===== src/hcd_regs.vh =====
// Register map, field positions and timing counts of the sink driver block
// How it works
// A set command takes a 4-bit mask and switches on each driver whose mask bit is one.
// A clear command takes a 4-bit mask and switches off each driver whose mask bit is one.
// Clearing drivers through a mask leaves every other driver exactly as it was.
// Drivers one to three follow port B bits five to seven; driver zero follows a logic bit.
// Driver zero is off from power-up and through reset without any glitch.
// An enabled driver pulls its pin low; a disabled one lets the pin float high.
// A masked port update changes only the selected bits and keeps all the others.
// Masked updates hold interrupts off before the read and release them after the write.
// Each atomic bit update holds interrupts off for ten to sixteen 8 MHz cycles; the code holds 10 for driver set and clear, 27 for port B updates.
// A 32-bit value is written and read as two 16-bit halves that never tear.
// Every adapter port access adds wait states and holds interrupts off for 27 cycles.
// Any write to the adapter configuration register drives every adapter output low.
// After reset all four driver control bits read zero, so every driver is off.
`ifndef HCD_REGS_VH
`define HCD_REGS_VH

// Byte offsets on the register bus
`define HCD_DRV_CTRL     6'h00
`define HCD_DRV_SET      6'h04
`define HCD_DRV_CLR      6'h08
`define HCD_PORTB        6'h0C
`define HCD_PORTB_SET    6'h10
`define HCD_PORTB_CLR    6'h14
`define HCD_PORTB_TOG    6'h18
`define HCD_PORTB_CHG    6'h1C
`define HCD_ADAPTER_CFG  6'h20
`define HCD_WIDE_LO      6'h24
`define HCD_WIDE_HI      6'h28
`define HCD_STATUS       6'h2C

// Field positions
`define HCD_DRV_W        4
`define HCD_PB_DRV_LSB   5
`define HCD_CHG_MASK_LSB 8
`define HCD_ST_BUSY      0
`define HCD_ST_HOLD      1
`define HCD_ST_PIN_LSB   4

// Reset values
`define HCD_DRV0_RST     1'b0
`define HCD_PORTB_RST    8'h00
`define HCD_CFG_RST      8'h00

// Timing: one 8 MHz cycle is 125 ns, bus clock 200 MHz
`define HCD_CLK_MHZ      200
`define HCD_XTAL_NS      125
`define HCD_RMW_HOLD_NS  (10 * `HCD_XTAL_NS)
`define HCD_ADP_HOLD_NS  (27 * `HCD_XTAL_NS)
`define HCD_RMW_CYC      ((`HCD_RMW_HOLD_NS * `HCD_CLK_MHZ + 999) / 1000)
`define HCD_ADP_CYC      ((`HCD_ADP_HOLD_NS * `HCD_CLK_MHZ + 999) / 1000)

`endif


===== src/hcd_sink_driver.v =====
// Sink driver control with atomic port bit updates on an Avalon-MM slave
`timescale 1ns/1ps
`include "hcd_regs.vh"

module hcd_sink_driver (
    // Clock and reset
    input  wire        clock,
    input  wire        reset_n,
    // Avalon-MM slave
    input  wire [5:0]  avs_address,
    input  wire        avs_read,
    input  wire        avs_write,
    input  wire [31:0] avs_writedata,
    input  wire [3:0]  avs_byteenable,
    output reg  [31:0] avs_readdata,
    output wire        avs_waitrequest,
    // Open-drain sink driver pins
    input  wire [3:0]  sink_pin_in,
    output reg  [3:0]  sink_pin_out,
    output reg  [3:0]  sink_pin_oe_n,
    // Adapter port B and configuration
    output reg  [7:0]  adapter_port_b_byte,
    output reg  [7:0]  adapter_cfg,
    // Interrupt hold toward the processor
    output reg         irq_hold,
    // Atomic 32-bit value
    output reg  [31:0] wide_value
);

    // Wait-state lengths, cut to the counter width
    localparam integer RMW_CYC = `HCD_RMW_CYC;
    localparam integer ADP_CYC = `HCD_ADP_CYC;
    localparam [9:0]   RMW_LEN = RMW_CYC[9:0] - 10'h001;
    localparam [9:0]   ADP_LEN = ADP_CYC[9:0] - 10'h001;

    // Driver zero and access sequencer state
    reg        sink_driver_zero_r;
    reg        busy_r;
    reg        hold_r;
    reg  [9:0] cnt_r;
    reg  [5:0] addr_r;

    // Halves of the atomic value
    reg [15:0] wide_stage_r;
    reg [15:0] wide_snap_r;

    // Pin synchroniser stages
    reg  [3:0] pin_meta_r;
    reg  [3:0] pin_sync_r;

    // Decode and next values
    reg  [9:0] len;
    reg        atomic;
    reg [31:0] rd_mux;
    reg  [3:0] drv_nxt;
    reg  [7:0] pb_nxt;

    // Handshake terms
    wire       req;
    wire       done;
    wire       wr_done;
    wire       hold_start;
    wire [31:0] wd;

    // Driver views
    wire [3:0] drv_state;
    wire       sink_driver_one;
    wire       sink_driver_three;

    // Masked bit update: 0 set, 1 clear, 2 toggle, 3 change
    function [7:0] bit_update;
        input [7:0] old;
        input [7:0] mask;
        input [7:0] val;
        input [1:0] op;
        begin
            case (op)
                2'h0:    bit_update = old | mask;
                2'h1:    bit_update = old & ~mask;
                2'h2:    bit_update = old ^ mask;
                default: bit_update = (old & ~mask) | (val & mask);
            endcase
        end
    endfunction

    // Byte lane merge for stored halves
    function [15:0] lane_merge;
        input [15:0] old;
        input [15:0] new_val;
        input [1:0]  be;
        begin
            lane_merge[7:0]  = be[0] ? new_val[7:0]  : old[7:0];
            lane_merge[15:8] = be[1] ? new_val[15:8] : old[15:8];
        end
    endfunction

    // Write data with disabled byte lanes zeroed
    assign wd = avs_writedata & {{8{avs_byteenable[3]}}, {8{avs_byteenable[2]}},
                                 {8{avs_byteenable[1]}}, {8{avs_byteenable[0]}}};

    // Driver state view: zero from logic, one to three from port B
    assign drv_state = {adapter_port_b_byte[7:`HCD_PB_DRV_LSB], sink_driver_zero_r};
    assign sink_driver_one   = drv_state[1];
    assign sink_driver_three = drv_state[3];

    // Bus handshake
    assign req             = avs_read | avs_write;
    assign done            = busy_r & (cnt_r == 10'h000) & req;
    assign wr_done         = done & avs_write;
    assign hold_start      = req & ~busy_r & atomic;
    assign avs_waitrequest = req & ~done;

    // Access length and interrupt hold class per address
    always @* begin
        len    = 10'h000;
        atomic = 1'b0;
        case (avs_address)
            `HCD_DRV_SET, `HCD_DRV_CLR: begin
                len    = RMW_LEN;
                atomic = 1'b1;
            end
            `HCD_PORTB, `HCD_PORTB_SET, `HCD_PORTB_CLR,
            `HCD_PORTB_TOG, `HCD_PORTB_CHG, `HCD_ADAPTER_CFG: begin
                len    = ADP_LEN;
                atomic = 1'b1;
            end
            default: begin
                len    = 10'h000;
                atomic = 1'b0;
            end
        endcase
    end

    // Read data selection
    // Decoded from the held bus address so a read with one wait state is ready in time
    always @* begin
        rd_mux = 32'h0000_0000;
        case (avs_address)
            `HCD_DRV_CTRL:    rd_mux[3:0]  = drv_state;
            `HCD_PORTB:       rd_mux[7:0]  = adapter_port_b_byte;
            `HCD_ADAPTER_CFG: rd_mux[7:0]  = adapter_cfg;
            `HCD_WIDE_LO:     rd_mux[15:0] = wide_value[15:0];
            `HCD_WIDE_HI:     rd_mux[15:0] = wide_snap_r;
            `HCD_STATUS: begin
                rd_mux[`HCD_ST_BUSY] = busy_r;
                rd_mux[`HCD_ST_HOLD] = hold_r;
                rd_mux[`HCD_ST_PIN_LSB+3:`HCD_ST_PIN_LSB] = pin_sync_r;
            end
            default:          rd_mux = 32'h0000_0000;
        endcase
    end

    // Next driver and port B values for the finishing write
    always @* begin
        drv_nxt = drv_state;
        pb_nxt  = adapter_port_b_byte;
        case (addr_r)
            `HCD_DRV_CTRL: begin
                if (avs_byteenable[0]) begin
                    drv_nxt = avs_writedata[3:0];
                end
            end
            `HCD_DRV_SET: drv_nxt = drv_state | wd[3:0];
            `HCD_DRV_CLR: drv_nxt = drv_state & ~wd[3:0];
            `HCD_PORTB: begin
                if (avs_byteenable[0]) begin
                    pb_nxt = avs_writedata[7:0];
                end
            end
            `HCD_PORTB_SET: pb_nxt = bit_update(adapter_port_b_byte, wd[7:0], 8'h00, 2'h0);
            `HCD_PORTB_CLR: pb_nxt = bit_update(adapter_port_b_byte, wd[7:0], 8'h00, 2'h1);
            `HCD_PORTB_TOG: pb_nxt = bit_update(adapter_port_b_byte, wd[7:0], 8'h00, 2'h2);
            `HCD_PORTB_CHG: pb_nxt = bit_update(adapter_port_b_byte, wd[15:8], wd[7:0],
                                                2'h3);
            default: begin
                drv_nxt = drv_state;
                pb_nxt  = adapter_port_b_byte;
            end
        endcase
        if (addr_r == `HCD_DRV_CTRL || addr_r == `HCD_DRV_SET || addr_r == `HCD_DRV_CLR) begin
            pb_nxt[7:`HCD_PB_DRV_LSB] = drv_nxt[3:1];
        end
    end

    // Access sequencer: wait states and interrupt hold
    // Counter loads at the request edge and counts down to the answer
    always @(posedge clock or negedge reset_n) begin
        if (!reset_n) begin
            busy_r <= 1'b0;
            hold_r <= 1'b0;
            cnt_r  <= 10'h000;
            addr_r <= 6'h00;
        end else if (req && !busy_r) begin
            busy_r <= 1'b1;
            hold_r <= atomic;
            cnt_r  <= len;
            addr_r <= avs_address;
        end else if (done) begin
            busy_r <= 1'b0;
            hold_r <= 1'b0;
        end else if (busy_r && cnt_r != 10'h000) begin
            cnt_r <= cnt_r - 10'h001;
        end
    end

    // Interrupt hold output
    // Rises the cycle after the request starts, falls the cycle after the answer
    always @(posedge clock or negedge reset_n) begin
        if (!reset_n) begin
            irq_hold <= 1'b0;
        end else begin
            irq_hold <= (hold_r & ~done) | hold_start;
        end
    end

    // Read data register, loaded while the request waits
    // Holds still at the answering edge, so the master takes a settled word
    always @(posedge clock or negedge reset_n) begin
        if (!reset_n) begin
            avs_readdata <= 32'h0000_0000;
        end else if (req && !done) begin
            avs_readdata <= rd_mux;
        end
    end

    // Driver zero from logic, reset off
    // Async reset keeps it off from the first instant of power-up
    always @(posedge clock or negedge reset_n) begin
        if (!reset_n) begin
            sink_driver_zero_r <= `HCD_DRV0_RST;
        end else if (wr_done) begin
            sink_driver_zero_r <= drv_nxt[0];
        end
    end

    // Adapter port B and configuration
    // A configuration write clears the port even with an unchanged value
    always @(posedge clock or negedge reset_n) begin
        if (!reset_n) begin
            adapter_port_b_byte <= `HCD_PORTB_RST;
            adapter_cfg         <= `HCD_CFG_RST;
        end else if (wr_done) begin
            if (addr_r == `HCD_ADAPTER_CFG) begin
                if (avs_byteenable[0]) begin
                    adapter_cfg <= avs_writedata[7:0];
                end
                adapter_port_b_byte <= 8'h00;
            end else begin
                adapter_port_b_byte <= pb_nxt;
            end
        end
    end

    // Atomic 32-bit value: low half staged, high half commits both
    // A reader sees the high half frozen when it reads the low half
    always @(posedge clock or negedge reset_n) begin
        if (!reset_n) begin
            wide_stage_r <= 16'h0000;
            wide_snap_r  <= 16'h0000;
            wide_value   <= 32'h0000_0000;
        end else if (done) begin
            if (avs_write && addr_r == `HCD_WIDE_LO) begin
                wide_stage_r <= lane_merge(wide_stage_r, avs_writedata[15:0],
                                           avs_byteenable[1:0]);
            end
            if (avs_write && addr_r == `HCD_WIDE_HI) begin
                wide_value <= {lane_merge(wide_value[31:16], avs_writedata[15:0],
                                          avs_byteenable[1:0]), wide_stage_r};
            end
            if (avs_read && addr_r == `HCD_WIDE_LO) begin
                wide_snap_r <= wide_value[31:16];
            end
        end
    end

    // Pin level synchroniser for status readback
    always @(posedge clock or negedge reset_n) begin
        if (!reset_n) begin
            pin_meta_r <= 4'h0;
            pin_sync_r <= 4'h0;
        end else begin
            pin_meta_r <= sink_pin_in;
            pin_sync_r <= pin_meta_r;
        end
    end

    // Open-drain drive: on pulls low, off releases the pin
    // Registered so no decode glitch can briefly switch a driver on
    always @(posedge clock or negedge reset_n) begin
        if (!reset_n) begin
            sink_pin_out  <= 4'h0;
            sink_pin_oe_n <= 4'hF;
        end else begin
            sink_pin_out     <= 4'h0;
            sink_pin_oe_n[0] <= ~sink_driver_zero_r;
            sink_pin_oe_n[1] <= ~sink_driver_one;
            sink_pin_oe_n[2] <= ~drv_state[2];
            sink_pin_oe_n[3] <= ~sink_driver_three;
        end
    end

endmodule // hcd_sink_driver


===== config.mk =====
export PLATFORM = sky130hd
export DESIGN_NAME = hcd_sink_driver
export DESIGN_NICKNAME = d
export VERILOG_FILES = /design/src/hcd_sink_driver.v
export VERILOG_INCLUDE_DIRS = /design/src /design/src/src
export SDC_FILE = /design/constraint.sdc
export NUM_CORES = 1
export LEC_CHECK = 0
export BUFFER_PORTS_ARGS = -buffer_cell sky130_fd_sc_hd__buf_2
export CORE_UTILIZATION = 45
export DETAILED_ROUTE_END_ITERATION = 12
export MAX_ROUTING_LAYER = met4
export PLACE_DENSITY = 0.73
export SLEW_MARGIN = 20
export SYNTH_ARGS = -nofsm -noshare
export SYNTH_HDL_FRONTEND = slang
export SYNTH_SLANG_ARGS = --single-unit

===== constraint.sdc =====
create_clock -name clock -period 3.8 [get_ports clock]
set_input_delay 0.19 -clock clock [delete_from_list [all_inputs] [get_ports clock]]
set_output_delay 0.19 -clock clock [all_outputs]
set_load 0.01 [all_outputs]

==> out/metrics.yaml <==
fp.coreArea_um2: 14100
cts_buffer_depth: 2
timing.hold.ws_ps: 45.1
cts-root-buf: "clkbuf_16"
drive_gt1_share_pct: 33.4
postCtsHoldBufs: 5
synth.distinct_cells: 62
initial_utilization_pct: 46.7
p_int_mw: 2.90
pin_count: 140
rows: 43
via_per_inst: 5.75
cp-end-kind: "flip-flop"
drtIter0Drc: 355
synth_cells: 606
setup_violations: 0
port_buffers: 101
seqPwrFrac_pct: 40.1
worst-r2r-setup-slack_ps: 760
drcViolationCount: 0
grt_usage_pct: 24.1
ys_seq_elements: 128
diodes: 0
min_from: "avs_address[0]"
avgSynthCellArea_um2: 10.9
swShare_pct: 30.6
p_leak_nw: 3.86
area_growth_pct: 18.3
grt_pass1_vias: 5037
startpoint: "cnt_r[0]$_DFFE_PN0P_"
wl_per_cell_um: 18.2
stdcell_area_um2: 7790
clock_skew_ps: 8.10
worstHoldPathType: "primary input to flip-flop"
outcome: "finished clean"
worst-setup-path-type: "flip-flop to flip-flop"
antenna_left: 0
clock-sinks: 128
maxCapViolCount: 0
synth_warnings: 0
fin_setup_tns_ps: 0
slew_viol_final: 0
maxSlewHeadroom_pct: 34.0
hold_viol: 0
slowest_delay_ps: 580
die_area_um2: 15100
period_share_pct: 80.1
combPwrFrac_pct: 19.5
drtPass1Iterations: 5
cts_made_buffers: 17
crit_fanout: 16
clkTransAtPathRegs_ps: 50
grt_overflow: 0
clock.fmax_ghz: 0.329
die_w_um: 123
rsz0062_at_grt: "no"
worstPathArrival_ps: 3340
wirelength_um: 16300
power_density_nw_per_um2: 536
crit_required_ps: 4100
worst_slew_pin_slew_ps: 987
p_total_mw: 4.17
ir_worst_vdd_mv: 0.389
die_y_um: 123
p_sw_mw: 1.28
cts_tree: "yes"
via_count: 5156
fin_crit_ps: 3040
timing.rr.start: "cnt_r[0]$_DFFE_PN0P_"
postCtsSetupBuffers: 0
yosysSeqAreaShare_pct: 48.7
gp_congestion: 0.860
synth_ff_type: "dfrtp_1"
synth-edff-count: 0
grt_pass1_wl_um: 26500
cts_resized: 0
crit_chain: "inv_1, ha_1, or4b_4, nor4b_4, and2_4, nand2_2, mux2_2"
dpl_cell_area_um2: 7110
grt_start_max_net_pins: 71
hpwlAfterDp_um: 11400
htree_levels: 4
clk_latency_ps: 420
syn_area_um2: 6580
antenna_found_initial: 0
startpoint_type: "flip-flop"
finish.net_count: 771
power.share.clock_pct: 40.4
async_reset_ff_share_pct: 100
slowest_stage: "nor4b_4"
## synthesized netlist by cell type, drive strengths merged, types with 5 or more instances
cell type / number / share of area (%)
clkbuf: 24 / 1.4
nor4: 6 / 0.57
mux2: 77 / 13
a22oi: 12 / 1.4
ha: 18 / 3.4
dfrtp: 124 / 47
o21ai: 25 / 1.9
mux2i: 9 / 1.4
buf: 29 / 3.5
nor3: 7 / 0.53
nand3: 15 / 2.1
a21oi: 44 / 3.3
o31ai: 9 / 1.0
inv: 16 / 0.91
nand2: 65 / 3.7
nor2: 45 / 2.6
a211oi: 5 / 0.57
## metal layers
layer  GRT usage (%)  share of wire, %
met1            30.9                43
met5               -                 0
met4            10.1               2.1
met3            4.24               6.1
met2            37.9                49
## worst max-delay path, delay by kind of cell, from the launching register on
family,cells,cell delay [ps]
adder cells (fa/ha/maj),1,150
multiplexers,1,410
flip-flops,1,430
buffers and inverters,1,110
AND/OR/NAND/NOR,4,1820
## final timing paths
kind | to | cells past startpoint
max in group asynchronous | sink_pin_oe_n[2]$_DFF_PN1_ | 3
worst max-delay path | wide_value[14]$_DFFE_PN0P_ | 7
worst max register to register | wide_value[14]$_DFFE_PN0P_ | 7
worst min register to register | pin_sync_r[1]$_DFF_PN0_ | 0
min in group asynchronous | wide_value[22]$_DFFE_PN0P_ | 2
worst min-delay path | addr_r[0]$_DFFE_PN0P_ | 3
## power by group through the flow
stage          Combinational (mW)  Sequential [mW]  Clock, mW
3_3_place_gp                0.763             1.68          0
3_5_place_dp                0.802             1.69          0
2_1_floorplan               0.620             1.62          0
6_report                    0.813             1.67       1.69
4_1_cts                     0.811             1.67       1.70
5_1_grt                     0.913             1.70       1.77
## final cells by class
type / count / area [um2]
fillers: 1234 / 6310
flip-flops and latches: 128 / 3210
multi-input cells: 428 / 3070
repair buffers: 112 / 603
clock buffers: 23 / 488
well taps: 180 / 225
clock inverters: 9 / 130
inverters: 16 / 60.1
## cell families after synthesis
logic type / after synthesis / share of synthesized area [%]
AND/OR/NAND/NOR: 170 / 13.5
XOR/XNOR: 3 / 0.399
AO/OA/AOI/OAI: 129 / 12.6
buffers and inverters: 69 / 5.76
flip-flops: 128 / 48.7
adder cells (fa/ha/maj): 18 / 3.42
other: 1 / 0.0570
multiplexers: 88 / 15.5
## cell usage in the layout, fill, tap and decap left out, types with 5 or more instances in the layout
| master | synthesis | layout |
|---|---|---|
| dlygate4sd3_1 | 0 | 5 |
| clkbuf_16 | 0 | 17 |
| nand3_4 | 5 | 5 |
| inv_1 | 16 | 16 |
| ha_1 | 18 | 18 |
| a21oi_1 | 44 | 44 |
| buf_4 | 21 | 7 |
| mux2_2 | 72 | 72 |
| a22oi_1 | 12 | 12 |
| nand3_1 | 10 | 10 |
| nor2_1 | 45 | 44 |
| dfrtp_1 | 124 | 124 |
| mux2i_1 | 9 | 9 |
| a211oi_1 | 5 | 5 |
| nor4_1 | 6 | 6 |
| nand2_1 | 64 | 64 |
| buf_2 | 2 | 100 |
| o21ai_0 | 25 | 25 |
| o31ai_1 | 9 | 9 |
| conb_1 | 1 | 20 |
| nor3_1 | 7 | 7 |
| mux2_4 | 5 | 5 |
## stage by stage
step	setup slack, ps	instances	utilization [%]
final	758	896	55.2
after detailed placement	827	859	50.5
after global placement	970	859	50.5
after floorplan	1350	625	-
after CTS	811	896	55.2
after global routing	660	896	55.2
## state kept, by name, summed over array words and instances (netlist names)
register / cells
sink_driver_zero_r: 1
hold_r: 1
busy_r: 1
sink_pin_oe_n: 4
avs_readdata: 16
pin_meta_r: 4
wide_snap_r: 16
irq_hold: 1
cnt_r: 10
wide_stage_r: 16
adapter_cfg: 8
pin_sync_r: 4
addr_r: 6
wide_value: 32
adapter_port_b_byte: 8
Power figures use the tool's default switching activity.
